[config.mk]
export PLATFORM = sky130hd
export DESIGN_NAME = dsuc_top
export DESIGN_NICKNAME = d
export VERILOG_FILES = /design/src/rtl/dsuc_sync.v /design/src/rtl/dsuc_top.v
export VERILOG_INCLUDE_DIRS = /design/src /design/src/common
export SDC_FILE = /design/constraint.sdc
export NUM_CORES = 1
export LEC_CHECK = 0
export ABC_AREA = 1
export BUFFER_PORTS_ARGS = -buffer_cell sky130_fd_sc_hd__buf_2
export CORE_ASPECT_RATIO = 0.5
export CORE_MARGIN = 2
export CORE_UTILIZATION = 41
export CTS_BUF_LIST = sky130_fd_sc_hd__clkbuf_4
export DETAILED_ROUTE_END_ITERATION = 10
export GPL_TIMING_DRIVEN = 0
export PLACE_DENSITY = 0.6
export SLEW_MARGIN = 20
export SYNTH_ARGS = -nofsm -noshare
export SYNTH_HDL_FRONTEND = slang
export SYNTH_SLANG_ARGS = --single-unit
export TNS_END_PERCENT = 1
[constraint.sdc]
create_clock -name mclk -period 2.76 [get_ports mclk]
set_input_delay 0.276 -clock mclk [delete_from_list [all_inputs] [get_ports mclk]]
set_output_delay 0.276 -clock mclk [all_outputs]
set_load 0.03 [all_outputs]
[src/common/dsuc_defines.vh]
// constants for the dual dac serial update control block
//
// How it works
// - each of the first 24 falling serial clock edges inside an open frame shifts one data bit into the 24-bit shift register.
// - the host opens a frame by pulling frame select low, and only then are the following falling edges sampled.
// - if frame select rises before the 24th edge, the partial word is dropped and no buffer or dac register changes.
// - with the load strobe held low, the dac outputs update on the 24th falling edge after the frame opens.
// - with the load strobe high, a falling edge on it moves both channel buffers into both dac registers at once.
// - a falling edge on the clear input loads zero or mid scale, per variant, into every buffer and dac register.
// - after a clear the block stays in clear-code mode until the 24th falling edge of the next frame ends it.
// - a clear that arrives during a frame aborts that write and none of its bits are used.

`ifndef DSUC_DEFINES_VH
`define DSUC_DEFINES_VH

// serial word
`define DSUC_WORD_BITS 24
`define DSUC_CNT_W 5
`define DSUC_CNT_ZERO 5'h00
`define DSUC_CNT_LAST 5'h17
`define DSUC_CNT_INTR 5'h16

// word layout
`define DSUC_DATA_W 16
`define DSUC_DATA_HI 15
`define DSUC_SEL_A_BIT 16
`define DSUC_SEL_B_BIT 17

// clear codes
`define DSUC_ZERO_CODE 16'h0000
`define DSUC_MID_CODE 16'h8000

// input synchroniser
`define DSUC_IN_W 5
`define DSUC_IN_RST 5'h1f
`define DSUC_IN_SCLK 0
`define DSUC_IN_FRAME 1
`define DSUC_IN_LOAD 2
`define DSUC_IN_CLEAR 3
`define DSUC_IN_DATA 4

// host serial clock limit
`define DSUC_SCLK_MAX_MHZ 50

// frame states
`define DSUC_ST_W 2
`define DSUC_ST_IDLE 2'h0
`define DSUC_ST_SHIFT 2'h1
`define DSUC_ST_DONE 2'h2

`endif

[src/rtl/dsuc_sync.v]
// two-stage synchroniser for the serial, update and clear pins
`timescale 1ns/1ns
module dsuc_sync #(
    parameter WIDTH = 5,
    parameter [WIDTH-1:0] RST_VAL = {WIDTH{1'b0}}
) (
    // clock and reset
    input wire mclk,
    input wire rst,
    // pins
    input wire [WIDTH-1:0] pin_in,
    // synchronised levels
    output wire [WIDTH-1:0] pin_s
);

reg [WIDTH-1:0] meta_r;
reg [WIDTH-1:0] sync_r;

genvar i;
generate
    for (i = 0; i < WIDTH; i = i + 1) begin : g_bit
        always @(posedge mclk) begin
            if (rst) begin
                meta_r[i] <= RST_VAL[i];
                sync_r[i] <= RST_VAL[i];
            end else begin
                meta_r[i] <= pin_in[i];
                sync_r[i] <= meta_r[i];
            end
        end
    end
endgenerate

assign pin_s = sync_r;

endmodule // dsuc_sync

[src/rtl/dsuc_top.v]
// serial write front end and update control of a dual dac
`timescale 1ns/1ns
`include "dsuc_defines.vh"

module dsuc_top #(
    parameter CLEAR_TO_MID = 0
) (
    // clock and reset
    input wire mclk,
    input wire rst,
    // serial pins
    input wire sclk,
    input wire frame_n,
    input wire sdin,
    // update and clear pins
    input wire load_strobe_n,
    input wire async_clear_n,
    // last complete word
    output reg [`DSUC_WORD_BITS-1:0] word_r,
    output reg word_valid_r,
    // channel buffers
    output reg [`DSUC_DATA_W-1:0] buf_a_r,
    output reg [`DSUC_DATA_W-1:0] buf_b_r,
    // dac registers
    output reg [`DSUC_DATA_W-1:0] dac_a_r,
    output reg [`DSUC_DATA_W-1:0] dac_b_r,
    output reg dac_update_r,
    // status
    output reg clear_mode_r,
    output reg frame_abort_r,
    output wire frame_busy
);

// ----------------------------------------
// clear code
// ----------------------------------------
localparam [`DSUC_DATA_W-1:0] CLEAR_CODE = CLEAR_TO_MID ? `DSUC_MID_CODE : `DSUC_ZERO_CODE;

localparam [`DSUC_ST_W-1:0] ST_IDLE = `DSUC_ST_IDLE;
localparam [`DSUC_ST_W-1:0] ST_SHIFT = `DSUC_ST_SHIFT;
localparam [`DSUC_ST_W-1:0] ST_DONE = `DSUC_ST_DONE;

// ----------------------------------------
// input synchronisers
// ----------------------------------------
wire [`DSUC_IN_W-1:0] pin_s;

dsuc_sync #(
    .WIDTH(`DSUC_IN_W),
    .RST_VAL(`DSUC_IN_RST)
) u_sync (
    .mclk(mclk),
    .rst(rst),
    .pin_in({sdin, async_clear_n, load_strobe_n, frame_n, sclk}),
    .pin_s(pin_s)
);

wire sclk_s = pin_s[`DSUC_IN_SCLK];
wire frame_n_s = pin_s[`DSUC_IN_FRAME];
wire load_n_s = pin_s[`DSUC_IN_LOAD];
wire clear_n_s = pin_s[`DSUC_IN_CLEAR];
wire sdin_s = pin_s[`DSUC_IN_DATA];

// ----------------------------------------
// edge detection
// ----------------------------------------
reg sclk_d_r;
reg frame_n_d_r;
reg load_n_d_r;
reg clear_n_d_r;

always @(posedge mclk) begin
    if (rst) begin
        sclk_d_r <= 1'b1;
        frame_n_d_r <= 1'b1;
        load_n_d_r <= 1'b1;
        clear_n_d_r <= 1'b1;
    end else begin
        sclk_d_r <= sclk_s;
        frame_n_d_r <= frame_n_s;
        load_n_d_r <= load_n_s;
        clear_n_d_r <= clear_n_s;
    end
end

wire sclk_fall = sclk_d_r & ~sclk_s;
wire frame_fall = frame_n_d_r & ~frame_n_s;
wire frame_rise = ~frame_n_d_r & frame_n_s;
wire load_fall = load_n_d_r & ~load_n_s;
wire clear_fall = clear_n_d_r & ~clear_n_s;

// ----------------------------------------
// frame state and shift register
// ----------------------------------------
reg [`DSUC_ST_W-1:0] state_r;
reg [`DSUC_ST_W-1:0] state_nxt;
reg [`DSUC_CNT_W-1:0] cnt_r;
reg [`DSUC_CNT_W-1:0] cnt_nxt;
reg [`DSUC_WORD_BITS-1:0] shift_r;
reg [`DSUC_WORD_BITS-1:0] shift_nxt;
reg word_done;
reg abort;

wire [`DSUC_WORD_BITS-1:0] shift_in = {shift_r[`DSUC_WORD_BITS-2:0], sdin_s};

always @* begin
    state_nxt = state_r;
    cnt_nxt = cnt_r;
    shift_nxt = shift_r;
    word_done = 1'b0;
    abort = 1'b0;
    case (state_r)
        ST_IDLE: begin
            if (frame_fall && !clear_fall) begin
                state_nxt = ST_SHIFT;
                cnt_nxt = `DSUC_CNT_ZERO;
            end
        end
        ST_SHIFT: begin
            if (clear_fall) begin
                state_nxt = ST_IDLE;
                abort = 1'b1;
            end else if (frame_rise) begin
                state_nxt = ST_IDLE;
                abort = 1'b1;
            end else if (sclk_fall) begin
                shift_nxt = shift_in;
                if (cnt_r == `DSUC_CNT_LAST) begin
                    state_nxt = ST_DONE;
                    word_done = 1'b1;
                end else begin
                    cnt_nxt = cnt_r + 1'b1;
                end
            end
        end
        ST_DONE: begin
            if (frame_rise) begin
                state_nxt = ST_IDLE;
            end
        end
        default: begin
            state_nxt = ST_IDLE;
        end
    endcase
end

always @(posedge mclk) begin
    if (rst) begin
        state_r <= ST_IDLE;
        cnt_r <= `DSUC_CNT_ZERO;
        shift_r <= {`DSUC_WORD_BITS{1'b0}};
    end else begin
        state_r <= state_nxt;
        cnt_r <= cnt_nxt;
        shift_r <= shift_nxt;
    end
end

assign frame_busy = (state_r == ST_SHIFT);

// ----------------------------------------
// channel buffers and dac registers
// ----------------------------------------
wire sel_a = shift_in[`DSUC_SEL_A_BIT];
wire sel_b = shift_in[`DSUC_SEL_B_BIT];
wire [`DSUC_DATA_W-1:0] word_data = shift_in[`DSUC_DATA_HI:0];

reg [`DSUC_DATA_W-1:0] buf_a_nxt;
reg [`DSUC_DATA_W-1:0] buf_b_nxt;
reg [`DSUC_DATA_W-1:0] dac_a_nxt;
reg [`DSUC_DATA_W-1:0] dac_b_nxt;
reg update_nxt;

always @* begin
    buf_a_nxt = buf_a_r;
    buf_b_nxt = buf_b_r;
    dac_a_nxt = dac_a_r;
    dac_b_nxt = dac_b_r;
    update_nxt = 1'b0;
    if (clear_fall) begin
        buf_a_nxt = CLEAR_CODE;
        buf_b_nxt = CLEAR_CODE;
        dac_a_nxt = CLEAR_CODE;
        dac_b_nxt = CLEAR_CODE;
        update_nxt = 1'b1;
    end else begin
        if (word_done) begin
            if (sel_a) begin
                buf_a_nxt = word_data;
            end
            if (sel_b) begin
                buf_b_nxt = word_data;
            end
            if (!load_n_s) begin
                dac_a_nxt = buf_a_nxt;
                dac_b_nxt = buf_b_nxt;
                update_nxt = 1'b1;
            end
        end
        if (load_fall) begin
            dac_a_nxt = buf_a_nxt;
            dac_b_nxt = buf_b_nxt;
            update_nxt = 1'b1;
        end
    end
end

always @(posedge mclk) begin
    if (rst) begin
        buf_a_r <= CLEAR_CODE;
        buf_b_r <= CLEAR_CODE;
        dac_a_r <= CLEAR_CODE;
        dac_b_r <= CLEAR_CODE;
        dac_update_r <= 1'b0;
    end else begin
        buf_a_r <= buf_a_nxt;
        buf_b_r <= buf_b_nxt;
        dac_a_r <= dac_a_nxt;
        dac_b_r <= dac_b_nxt;
        dac_update_r <= update_nxt;
    end
end

// ----------------------------------------
// word capture and status
// ----------------------------------------
always @(posedge mclk) begin
    if (rst) begin
        word_r <= {`DSUC_WORD_BITS{1'b0}};
        word_valid_r <= 1'b0;
        clear_mode_r <= 1'b0;
        frame_abort_r <= 1'b0;
    end else begin
        word_valid_r <= word_done;
        frame_abort_r <= abort;
        if (word_done) begin
            word_r <= shift_in;
        end
        if (clear_fall) begin
            clear_mode_r <= 1'b1;
        end else if (word_done) begin
            clear_mode_r <= 1'b0;
        end
    end
end

endmodule // dsuc_top

==> results of run 1 <==
report_power, final:
group | leakage (uW) | total, uW | internal [uW] | switching, uW
combinational | 0.00170 | 124 | 32.1 | 91.8
clock | 0.000167 | 1450 | 732 | 722
sequential | 0.00110 | 1980 | 1980 | 8.46
layer usage:
layer,vias up,global-route usage (%),share of wire [%]
met4,0,6.64,1.2
met1,2394,30.8,50
met2,152,33.4,42
met3,18,4.80,6.5
met5,-,0,0
li1,2609,-,-
final timing paths:
path                     from              end  slack [ns]  depth (start not counted)
max                  cnt_r[0]       dac_a_r[4]        0.81                          9
min                       rst       shift_r[0]        0.28                          4
max reg2reg          cnt_r[0]       dac_a_r[4]        0.81                          9
min reg2reg  u_sync.meta_r[1]  u_sync.pin_s[1]        0.42                          1
metrics by stage:
stage / instance area [um2] / setup slack, ns / instances / total power [uW] / utilization (%)
2_1_floorplan: 5460 / 1.24 / 718 / 2100 / -
3_3_place_gp: 6170 / 0.867 / 987 / 2150 / 48.0
3_5_place_dp: 6170 / 0.857 / 987 / 2150 / 48.0
4_1_cts: 6520 / 0.809 / 1023 / 3590 / 50.8
5_1_grt: 6520 / 0.662 / 1023 / 3670 / 50.8
6_report: 6520 / 0.806 / 1023 / 3560 / 50.8
sequential cells by signal (all words and copies together) (netlist names):
register,flops
word_r,24
shift_r,23
buf_a_r,16
buf_b_r,16
dac_a_r,16
dac_b_r,16
cnt_r,5
u_sync.meta_r,5
u_sync.pin_s,5
state_r,2
clear_mode_r,1
clear_n_d_r,1
dac_update_r,1
frame_abort_r,1
frame_n_d_r,1
load_n_d_r,1
sclk_d_r,1
word_valid_r,1
critical path, delay by kind of cell, from the launching register on:
family	cells	cell delay, ns
and+or+nand+nor	4	0.55
DFF	1	0.39
buffers and inverters	2	0.35
AOI/OAI and AO/OA	2	0.34
adders and majority gates	1	0.20
cell usage after synthesis, drive strengths merged:
cell type,number
xor2,2
a21oi,85
o21ai,66
mux2,1
buf,25
or2,11
clkinv,1
nand3,72
nor3,1
ha,1
and2,1
dfxtp,136
nand4,2
nand2,145
a211oi,21
nor2,73
clkbuf,24
inv,51
cell families (layout without fill, tap and decap cells):
logic type / after synthesis / count (layout) / share of synthesized area, %
simple gates: 305 / 305 / 24.0
compound gates: 172 / 172 / 17.3
flops: 136 / 136 / 49.9
buf+inv: 101 / 236 / 8.02
xor+xnor: 2 / 2 / 0.321
fa+ha+maj: 1 / 1 / 0.229
mux: 1 / 1 / 0.206
layout make-up:
cell class	count	area [um2]	share of cell area, %
clock inverters	11	155	2.38
multi-input cells	481	2300	35.3
inverters	52	195	2.99
well taps	170	213	3.26
repair buffers	104	546	8.36
clock buffers	20	150	2.30
plain buffers	49	243	3.72
flip-flops and latches	136	2720	41.7
==> out/qor.csv, run 1 <==
stage;metric;value;unit
global_route;grt.total_usage;21.7;%
timing;finClkSkew;0.0134;ns
cts;insertion_delay;0.54;ns
placed_design;port_buffers;99;
pwr;power_density;546;nW/um2
floorplan;dieArea;14300;um2
status;status;finished, violations left;
timing;rsz0062_at_grt;no;
cts;cts_hold_buf;5;
synthesis;synth_area;5460;um2
hold_path;hp-class;in2reg;
timing;tns;0;ns
worst_setup_path;crit_fanout;10;
worst_setup_path;path_class;reg2reg;
routing;detail-route-antenna-nets;0;
worst_setup_path;critPathArrivalTime;2.36;ns
layout;final_common_cell;nand2_1;
synthesis;yosysTopAreaCellShare;49.9;%
routing;avgRoutedWirePerCell;15.1;um
pwr;p_leak;0.00296;uW
synthesis;syn_nets;726;
routing;finalWirelength;15.4;mm
floorplan;die_h;85.6;um
floorplan;ioPinCount;100;
cts;cts_resized;0;
timing;hold_ws;0.279;ns
synthesis;synth-seq-cells;136;
routing;first_pass_iters;8;
worst_setup_path;crit_slowest_cell;dfxtp_1;
layout;area_growth;19.5;%
routing;via_per_inst;5.06;
synthesis;synth-seq-area-share;49.9;%
routing;drt_iter0_drc;302;
layout;mostFrequentLayoutCells;nand2_1 (143), dfxtp_1 (136), buf_2 (113);
timing;layout_min_cycle_time;1.95;ns
timing;maxSlewHeadroom;59.0;%
cts;postCtsSetupRepairBufs;0;
synthesis;avgSynthCellArea;7.60;um2
timing;slew_viol_final;0;
layout;nets;849;
global_route;antenna_found_initial;0;
timing;max_freq;512;MHz
floorplan;die_x;167;um
floorplan;core_area;12800;um2
cts;cts_root_buffer;clkbuf_4;
layout;antenna_cells;0;
worst_setup_path;worstPathCellList;ha_1 -> nand2_1 -> inv_1 -> nand3_1 -> nor2_4 -> o21ai_2 -> buf_2 -> a21oi_1 -> nor2_1;
worst_setup_path;crit_path_start_kind;flip-flop;
routing;vias;5173;
synthesis;yosys_warnings;0;
run;maxCapViolCount;0;
layout;drive_gt1_share;20.8;%
pwr;vdd_drop_max;0.000235;V
timing;worst_slew_pin_slew;0.616;ns
synthesis;yosys-top-cells-area;dfxtp_1 (50%), nand2_1 (9.8%), a21oi_1 (7.8%);
cts;cts_buffers;17;
global_route;first_global_vias;4856;
cts;cts.sinks;136;
global_route;grt-ovfl-total;0;
cts;clk_path_buf_depth;2;
layout;fillers;1339;
cts;cts_tree;built;
cts;htreeDepth;4;
synthesis;syn-instance-count;718;
timing;finalCritPeriodShare;70.8;%
timing;finalHoldViolCount;0;
global_route;grt_first_pass_wirelength;24.5;mm
floorplan;rows;29;
floorplan;start_util;42.5;%
cts;path_clk_slew;0.12;ns
worst_setup_path;max_stage_delay;0.39;ns
timing;finalSetupViolCount;0;
worst_setup_path;required;3.17;ns
synthesis;ys_types;28;
routing;route.detailed.drc;7;
status;violations;DRC;
placed_design;dp_hpwl;11.1;mm
placed_design;gp_congestion;0.847;
global_route;grt_max_degree;17;
worst_setup_path;end_kind;flip-flop;
synthesis;synth_top_area_cell;dfxtp_1;
Power figures use the tool's default switching activity.
==> run 2, diff against run 1 <==
--- a/config.mk
+++ b/config.mk
@@ -6,7 +6,7 @@
 export SDC_FILE = /design/constraint.sdc
 export NUM_CORES = 1
 export LEC_CHECK = 0
-export ABC_AREA = 1
+export ABC_AREA = 0
 export BUFFER_PORTS_ARGS = -buffer_cell sky130_fd_sc_hd__buf_2
 export CORE_ASPECT_RATIO = 0.5
 export CORE_MARGIN = 2
@@ -14,7 +14,7 @@
 export CTS_BUF_LIST = sky130_fd_sc_hd__clkbuf_4
 export DETAILED_ROUTE_END_ITERATION = 10
 export GPL_TIMING_DRIVEN = 0
-export PLACE_DENSITY = 0.6
+export PLACE_DENSITY = 0.62
 export SLEW_MARGIN = 20
 export SYNTH_ARGS = -nofsm -noshare
 export SYNTH_HDL_FRONTEND = slang
==> constraint.sdc (replaced) <==
create_clock -name mclk -period 1.6 [get_ports mclk]
set_input_delay 0.16 -clock mclk [delete_from_list [all_inputs] [get_ports mclk]]
set_output_delay 0.16 -clock mclk [all_outputs]
set_load 0.03 [all_outputs]
==> run 2 against run 1 <==
- the run ends with setup timing left
- utilization up 2.5 points
- design area rose by 2.2%
- first-iteration DRC count up 17%
- critical path type unchanged
==> out/qor.csv, run 2 <==
stage;metric;value;unit;change
synthesis;synth-seq-area-share;52.3;%;+2.4 points
synthesis;synth_top_area_cell;dfxtp_1;;
synthesis;postSynth.asyncResetShare;0;%;unchanged
layout;nets;750;;-12%
routing;avgRoutedWirePerCell;16.1;um;+6.8%
floorplan;die_x;163;um;-2.3%
synthesis;post-synth-top-count-cell;nand2_1;;
timing;maxSlewHeadroom;61.3;%;+2.3 points
layout;final_common_cell;nand2_1;;
synthesis;syn-instance-count;608;;-15%
synthesis;synth-seq-cells;136;;unchanged
timing;tns;-15.04;ns;-15.04 ns
worst_setup_path;crit_path_start_kind;flip-flop;;
pwr;p_seq_share;58.9;%;+3.2 points
placed_design;port_buffers;99;;unchanged
cts;cts_root_buffer;clkbuf_4;;
placed_design;dp_cells;877;;-11%
synthesis;yosysTopAreaCellShare;52.3;%;+2.4 points
pwr;p_total;5790;uW;+63%
hold_path;hp-class;in2reg;;
worst_setup_path;crit_fanout;7;;-3
global_route;grt_max_degree;17;;unchanged
layout;largest_register_ffs;24;;unchanged
layout;antenna_cells;0;;unchanged
timing;max_freq;522;MHz;+1.9%
routing;first_pass_iters;5;;-3
status;violations;setup timing;;
global_route;grt_first_pass_wirelength;23.1;mm;-5.6%
cts;clk_path_buf_depth;2;;unchanged
worst_setup_path;required;2.02;ns;-1.15 ns
synthesis;synth_common_cells;nand2_1 (163), dfxtp_1 (136), a21oi_1 (88), nor2_1 (33), clkbuf_1 (29);;
cts;cts_tree;built;;
routing;finalWirelength;14.9;mm;-3.6%
routing;route.top_layer_used;met4;;
timing;layout_min_cycle_time;1.92;ns;-0.0368 ns
pwr;internal_power;4380;uW;+60%
global_route;first_global_vias;4360;;-10%
routing;detail-route-antenna-nets;0;;unchanged
timing;postLayoutSetupSlackWorst;-0.317;ns;-1.12 ns
cts;htreeDepth;4;;unchanged
cts;cts.sinks;136;;unchanged
synthesis;ys_types;36;;+29%
pwr;clockPowerShare;37.4;%;-3.4 points
routing;dr_wl_met3;936;um;-6.6%
cts;insertion_delay;0.53;ns;about the same
layout;fillers;1181;;-12%
synthesis;yosys-top-cells-area;dfxtp_1 (52%), nand2_1 (12%), a21oi_1 (8.5%);;
synthesis;syn_nets;616;;-15%
layout;biggestRegsByFlops;word_r x24, shift_r x23;;
pwr;vdd_drop_max;0.000426;V;+81%
timing;finClkSkew;0.0130;ns;-0.000367 ns
routing;drt_iter0_drc;352;;+17%
timing;rsz0062_at_grt;yes;;
run;maxCapViolCount;0;;unchanged
timing;finalSetupViolCount;92;;+92
synthesis;synth_edf_count;0;;unchanged
layout;drive_gt1_share;29.3;%;+8.6 points
status;status;finished, violations left;;
floorplan;rows;29;;unchanged
worst_setup_path;end_kind;flip-flop;;
worst_setup_path;path_class;reg2reg;;
layout;mostFrequentLayoutCells;nand2_1 (161), dfxtp_1 (132), buf_2 (102);;
synthesis;ys.flop_type;dfxtp_1;;
layout;top_register;word_r;;
floorplan;start_util;41.6;%;-0.92 points
routing;route.met2.wl;6.53;mm;+0.23%
floorplan;ioPinCount;100;;unchanged
timing;finalCritPeriodShare;120;%;+49 points
pwr;power_density;868;nW/um2;+59%
worst_setup_path;critPathArrivalTime;2.34;ns;-0.02 ns
placed_design;dp_slack;-0.610;ns;-1.47 ns
timing;slew_viol_final;0;;unchanged
synthesis;synth_area;5210;um2;-4.7%
layout;finalNonFillerCells;924;;-9.7%
pwr;swShare;24.4;%;+1.3 points
global_route;antenna_found_initial;0;;unchanged
layout;fin_util;53.3;%;+2.5 points
synthesis;avgSynthCellArea;8.56;um2;+13%
pwr;power.switching;1410;uW;+72%
routing;via_per_inst;5.15;;+1.8%
floorplan;core_area;12500;um2;-2.5%
pwr;combPwrFrac;3.7;%;+0.2 points
routing;vias;4758;;-8.0%
floorplan;dieArea;13700;um2;-4.5%
global_route;grt-ovfl-total;0;;unchanged
timing;worst_slew_pin_slew;0.581;ns;-0.0346 ns
synthesis;yosys_warnings;0;;unchanged
cts;cts_buffers;17;;unchanged
layout;area_growth;28.1;%;
global_route;grt.total_usage;21.9;%;+0.18 points
cts;path_clk_slew;0.12;ns;about the same
timing;finalHoldViolCount;0;;unchanged
floorplan;die_h;83.7;um;-2.2%
routing;route.detailed.drc;0;;-7
placed_design;gp_congestion;0.819;;-3.4%
placed_design;dp_hpwl;10.1;mm;-8.9%
pwr;p_leak;0.00249;uW;-16%
routing;met1Wirelength;7.27;mm;-5.7%
-- run 2: cell count changes after synthesis, sizes merged, moves of 6 or more --
| cell | previous run | this run |
|---|---|---|
| a211oi | 21 | 1 |
| a221o | 0 | 8 |
| a31oi | 0 | 25 |
| and3 | 0 | 6 |
| inv | 51 | 3 |
| mux2i | 0 | 25 |
| nand2 | 145 | 163 |
| nand3 | 72 | 3 |
| nor2 | 73 | 33 |
| o21ai | 66 | 2 |
| o2bb2ai | 0 | 24 |
-- run 2: cells by family after synthesis --
kind of cell	count (synthesis)	share of synthesized area [%]
flops	136	52.3
simple gates	244	20.5
mux	25	4.81
fa+ha+maj	1	0.240
buf+inv	52	4.49
compound gates	150	17.7
-- run 2: worst max-delay path, stage by stage (launching register included) --
cell and delay [ns]:
dfxtp_4 0.39, ha_4 0.13, and4b_1 0.21, buf_6 0.12, nand4_4 0.16, a21oi_4 0.24
nor2_4 0.09, buf_6 0.17, a221o_1 0.31
-- run 2: area by class of cell --
class,instances,area [um2],share of cell area [%]
plain buffers,47,353,5.29
multi-input cells,420,2430,36.4
clock inverters,14,135,2.03
clock buffers,17,128,1.91
well taps,170,213,3.19
flip-flops and latches,136,2730,40.9
inverters,3,11.3,0.169
repair buffers,117,669,10.0
-- run 2: path summary, 6_finish.rpt --
path                    start               to  slack (ns)  cells after the start
max                  cnt_r[0]       dac_a_r[3]       -0.32                      8
min                       rst       buf_b_r[0]        0.22                      3
max reg2reg          cnt_r[0]       dac_a_r[3]       -0.32                      8
min reg2reg  u_sync.meta_r[1]  u_sync.pin_s[1]        0.42                      1
-- run 2: power groups by stage --
stage          sequential, uW  clock (uW)  combinational, uW
2_1_floorplan            3490           0                103
3_3_place_gp             3490           0                164
3_5_place_dp             3490           0                164
4_1_cts                  3410        2200                204
5_1_grt                  3420        2370                229
6_report                 3410        2160                214
-- run 2: per-layer routing --
layer	GRT usage, %	vias to the layer above
met4	6.36	0
met1	31.8	2262
met5	0	-
li1	-	2352
met2	32.8	132
met3	4.57	12
-- run 2: through the flow --
stage / area (um2) / hold WS, ns
final: 6670 / 0.224
after detailed placement: 5950 / 0.347
after floorplan: 5250 / 0.264
after CTS: 6500 / 0.228
after global routing: 6670 / 0.249
after global placement: 5950 / 0.343
-- run 2: what timing repair did --
item,4_1_cts,5_1_grt
hold buffers,5,0
gates resized for setup,60,41
hold endpoints to repair,5,0
endpoints found under the setup margin,117,118
pin swaps,9,8
buffers inserted,6,7
==> run 3, diff against run 2 <==
--- a/config.mk
+++ b/config.mk
@@ -7,6 +7,7 @@
 export NUM_CORES = 1
 export LEC_CHECK = 0
 export ABC_AREA = 0
+export ABC_CLOCK_PERIOD_IN_PS = 1600
 export BUFFER_PORTS_ARGS = -buffer_cell sky130_fd_sc_hd__buf_2
 export CORE_ASPECT_RATIO = 0.5
 export CORE_MARGIN = 2
@@ -15,6 +16,7 @@
 export DETAILED_ROUTE_END_ITERATION = 10
 export GPL_TIMING_DRIVEN = 0
 export PLACE_DENSITY = 0.62
+export REMOVE_ABC_BUFFERS = 1
 export SLEW_MARGIN = 20
 export SYNTH_ARGS = -nofsm -noshare
 export SYNTH_HDL_FRONTEND = slang
==> run 3 against run 2 <==
- the run still ends with setup timing left
- clock skew rose by 0.0063 ns
- sequential cell count is the same
- sequential share of layout area down 0.25 points
- clock power increased by 30%
- largest power group unchanged
- critical path depth shrank 1
- wire length decreased by 1.5%
- critical endpoint is now dac_a_r[8]
==> out/qor.csv, run 3 (same netlist as run 2, synthesis figures left out) <==
stage;metric;value;unit;change
status;status;finished, violations left;;
status;violations;setup timing;;
timing;layout_min_cycle_time;1.86;ns;-0.0543 ns
cts;path_clk_slew;0.11;ns;about the same
layout;seqCellArea;2740;um2;+0.23%
layout;multi_input_area;2510;um2;+3.3%
floorplan;core_area;12500;um2;unchanged
placed_design;dpl-instance-area;5750;um2;-3.4%
cts;clk_path_buf_depth;2;;unchanged
cts;cts.sinks;136;;unchanged
worst_setup_path;required;2.02;ns;about the same
pwr;p_seq_share;52.8;%;-6.1 points
worst_setup_path;reg2reg_depth;7;;-1
pwr;power_density;963;nW/um2;+11%
cts;htreeDepth;4;;unchanged
layout;largest_register_ffs;24;;unchanged
pwr;p_total;6480;uW;+12%
layout;final_area;6730;um2;+0.84%
cts;cts_root_buffer;clkbuf_4;;
placed_design;gp_congestion;0.752;;-8.1%
layout;final_common_cell;nand2_1;;
layout;drive_gt1_share;29.9;%;+0.58 points
worst_setup_path;path_delay_family;simple AND/OR/NAND/NOR gates;;
cts;cts_buffers;17;;unchanged
timing;finalHoldViolCount;0;;unchanged
cts;insertion_delay;0.54;ns;about the same
global_route;grt_max_degree;76;;+59
cts;cts_tree;built;;
worst_setup_path;cp.depth;7;;-1
pwr;combPwrFrac;3.8;%;about the same
placed_design;port_buffers;99;;unchanged
placed_design;dp_hpwl;7.67;mm;-24%
placed_design;dp_cells;830;;-5.4%
global_route;grt-ovfl-total;0;;unchanged
floorplan;ioPinCount;100;;unchanged
floorplan;die_x;163;um;unchanged
timing;finalCritPeriodShare;116;%;-3.4 points
timing;finalSetupViolCount;95;;+3.3%
pwr;swShare;22.2;%;-2.2 points
timing;finClkSkew;0.0194;ns;+0.00633 ns
routing;route.detailed.drc;0;;unchanged
routing;avgRoutedWirePerCell;16.3;um;+1.5%
routing;drt_iter0_drc;379;;+7.7%
placed_design;dp_slack;-1.42;ns;-0.809 ns
worst_setup_path;crit_fanout;5;;-2
global_route;grt_first_pass_wirelength;22.7;mm;-1.7%
worst_setup_path;end_kind;flip-flop;;
floorplan;dieArea;13700;um2;unchanged
timing;maxSlewHeadroom;48.9;%;-12 points
pwr;p_leak;0.00252;uW;+1.0%
floorplan;die_h;83.7;um;unchanged
worst_setup_path;crit_slowest_cell;dfxtp_4;;
layout;mostFrequentLayoutCells;nand2_1 (160), dfxtp_1 (129), buf_2 (97);;
global_route;antenna_found_initial;1;;+1
floorplan;start_util;41.6;%;unchanged
global_route;grt.total_usage;21.5;%;-0.46 points
pwr;clockPowerShare;43.4;%;+6.0 points
timing;worst_slew_pin_slew;0.766;ns;+0.185 ns
layout;fillers;1163;;-1.5%
layout;area_growth;29.2;%;
worst_setup_path;critPathArrivalTime;2.28;ns;-0.06 ns
timing;rsz0062_at_grt;yes;;
timing;postLayoutSetupSlackWorst;-0.263;ns;+0.0543 ns
pwr;vdd_drop_max;0.000517;V;+21%
timing;tns;-13.28;ns;+1.77 ns
worst_setup_path;crit_path_start_kind;flip-flop;;
layout;biggestRegsByFlops;word_r x24, shift_r x23;;
layout;top_register;word_r;;
worst_setup_path;r2r_slack;-0.26;ns;+0.05 ns
worst_setup_path;worstReg2RegStart;cnt_r[1];;
worst_setup_path;max_stage_delay;0.38;ns;about the same
routing;first_pass_iters;5;;unchanged
worst_setup_path;cp-startpoint;cnt_r[1];;
routing;vias;4663;;-2.0%
worst_setup_path;path_class;reg2reg;;
worst_setup_path;path_buf_inv;1;;-1
timing;max_freq;537;MHz;+2.9%
routing;finalWirelength;14.6;mm;-1.5%
pwr;power.switching;1440;uW;+1.7%
hold_path;hold_depth;2;;-1
worst_setup_path;endpoint;dac_a_r[8];;
timing;slew_viol_final;0;;unchanged
routing;via_per_inst;5.20;;+0.95%
floorplan;rows;29;;unchanged
worst_setup_path;worstPathCellList;ha_4 -> and4b_4 -> nand4_4 -> a21oi_4 -> nor2_4 -> buf_12 -> a221o_1;;
run;maxCapViolCount;0;;unchanged
pwr;internal_power;5040;uW;+15%
hold_path;hp-class;in2reg;;
routing;detail-route-antenna-nets;0;;unchanged
worst_setup_path;r2r-end;dac_a_r[8];;
layout;finalNonFillerCells;897;;-2.9%
layout;nets;722;;-3.7%
global_route;first_global_vias;4172;;-4.3%
==> run 3: cell types whose count changed in the layout (fill, tap and decap cells not counted), moves of 7 or more <==
cell,change
a31oi_1,+7
a31oi_2,-7
buf_6,-8
clkbuf_1,-17
==> run 3: worst min-delay path by stage <==
stage	startpoint	end	slack (ns)
6_report	rst	cnt_r[0]	0.19
5_1_grt	rst	word_valid_r	0.18
3_5_place_dp	sclk	u_sync.meta_r[0]	0.35
4_1_cts	rst	word_valid_r	0.15
3_3_place_gp	async_clear_n	u_sync.meta_r[3]	0.34
2_1_floorplan	rst	clear_mode_r	0.23
==> run 3: metrics by stage <==
step,hold WS (ns),util (%)
final,0.186,53.7
after global routing,0.181,53.7
after detailed placement,0.346,45.9
after floorplan,0.229,-
after global placement,0.343,45.5
after CTS,0.149,53.2
==> run 3: power by group through the flow <==
stage | Sequential (uW) | Combinational, uW | Clock (uW)
2_1_floorplan | 3500 | 64.7 | 0
3_3_place_gp | 3490 | 133 | 0
3_5_place_dp | 3490 | 144 | 0
4_1_cts | 3420 | 244 | 2850
5_1_grt | 3420 | 264 | 3020
6_report | 3420 | 249 | 2810
==> run 3: timing repair <==
action                     4_1_cts  5_1_grt
resized for setup               47       20
setup buffers                   22        0
pin swaps                       32        5
hold buffers                     5        0
gates cloned                     8        0
hold endpoints to repair         5        0
setup endpoints to repair      121      120
==> run 3: worst register-to-register path, delay by kind of cell, from the launching register on <==
family	cells	cell delay, ns
and+or+nand+nor	3	0.58
AOI/OAI and AO/OA	2	0.52
DFF	1	0.38
buffers and inverters	1	0.15
adders and majority gates	1	0.14
==> run 3: layout make-up <==
type                       count  area share [%]
sequential                   136            40.7
multi-input combinational    425            37.3
timing repair buffer         131            13.3
clock inverter                14            3.42
tap                          170            3.16
clock buffer                  17            1.90
inverter                       3           0.167
antenna                        1          0.0372
==> run 3: layer usage <==
metal | GRT usage, % | share of wire, % | up-vias
met5 | 0 | 0 | -
met4 | 6.84 | 0.76 | 0
li1 | - | - | 2314
met2 | 33.1 | 46 | 117
met1 | 30.4 | 48 | 2219
met3 | 3.97 | 5.4 | 13
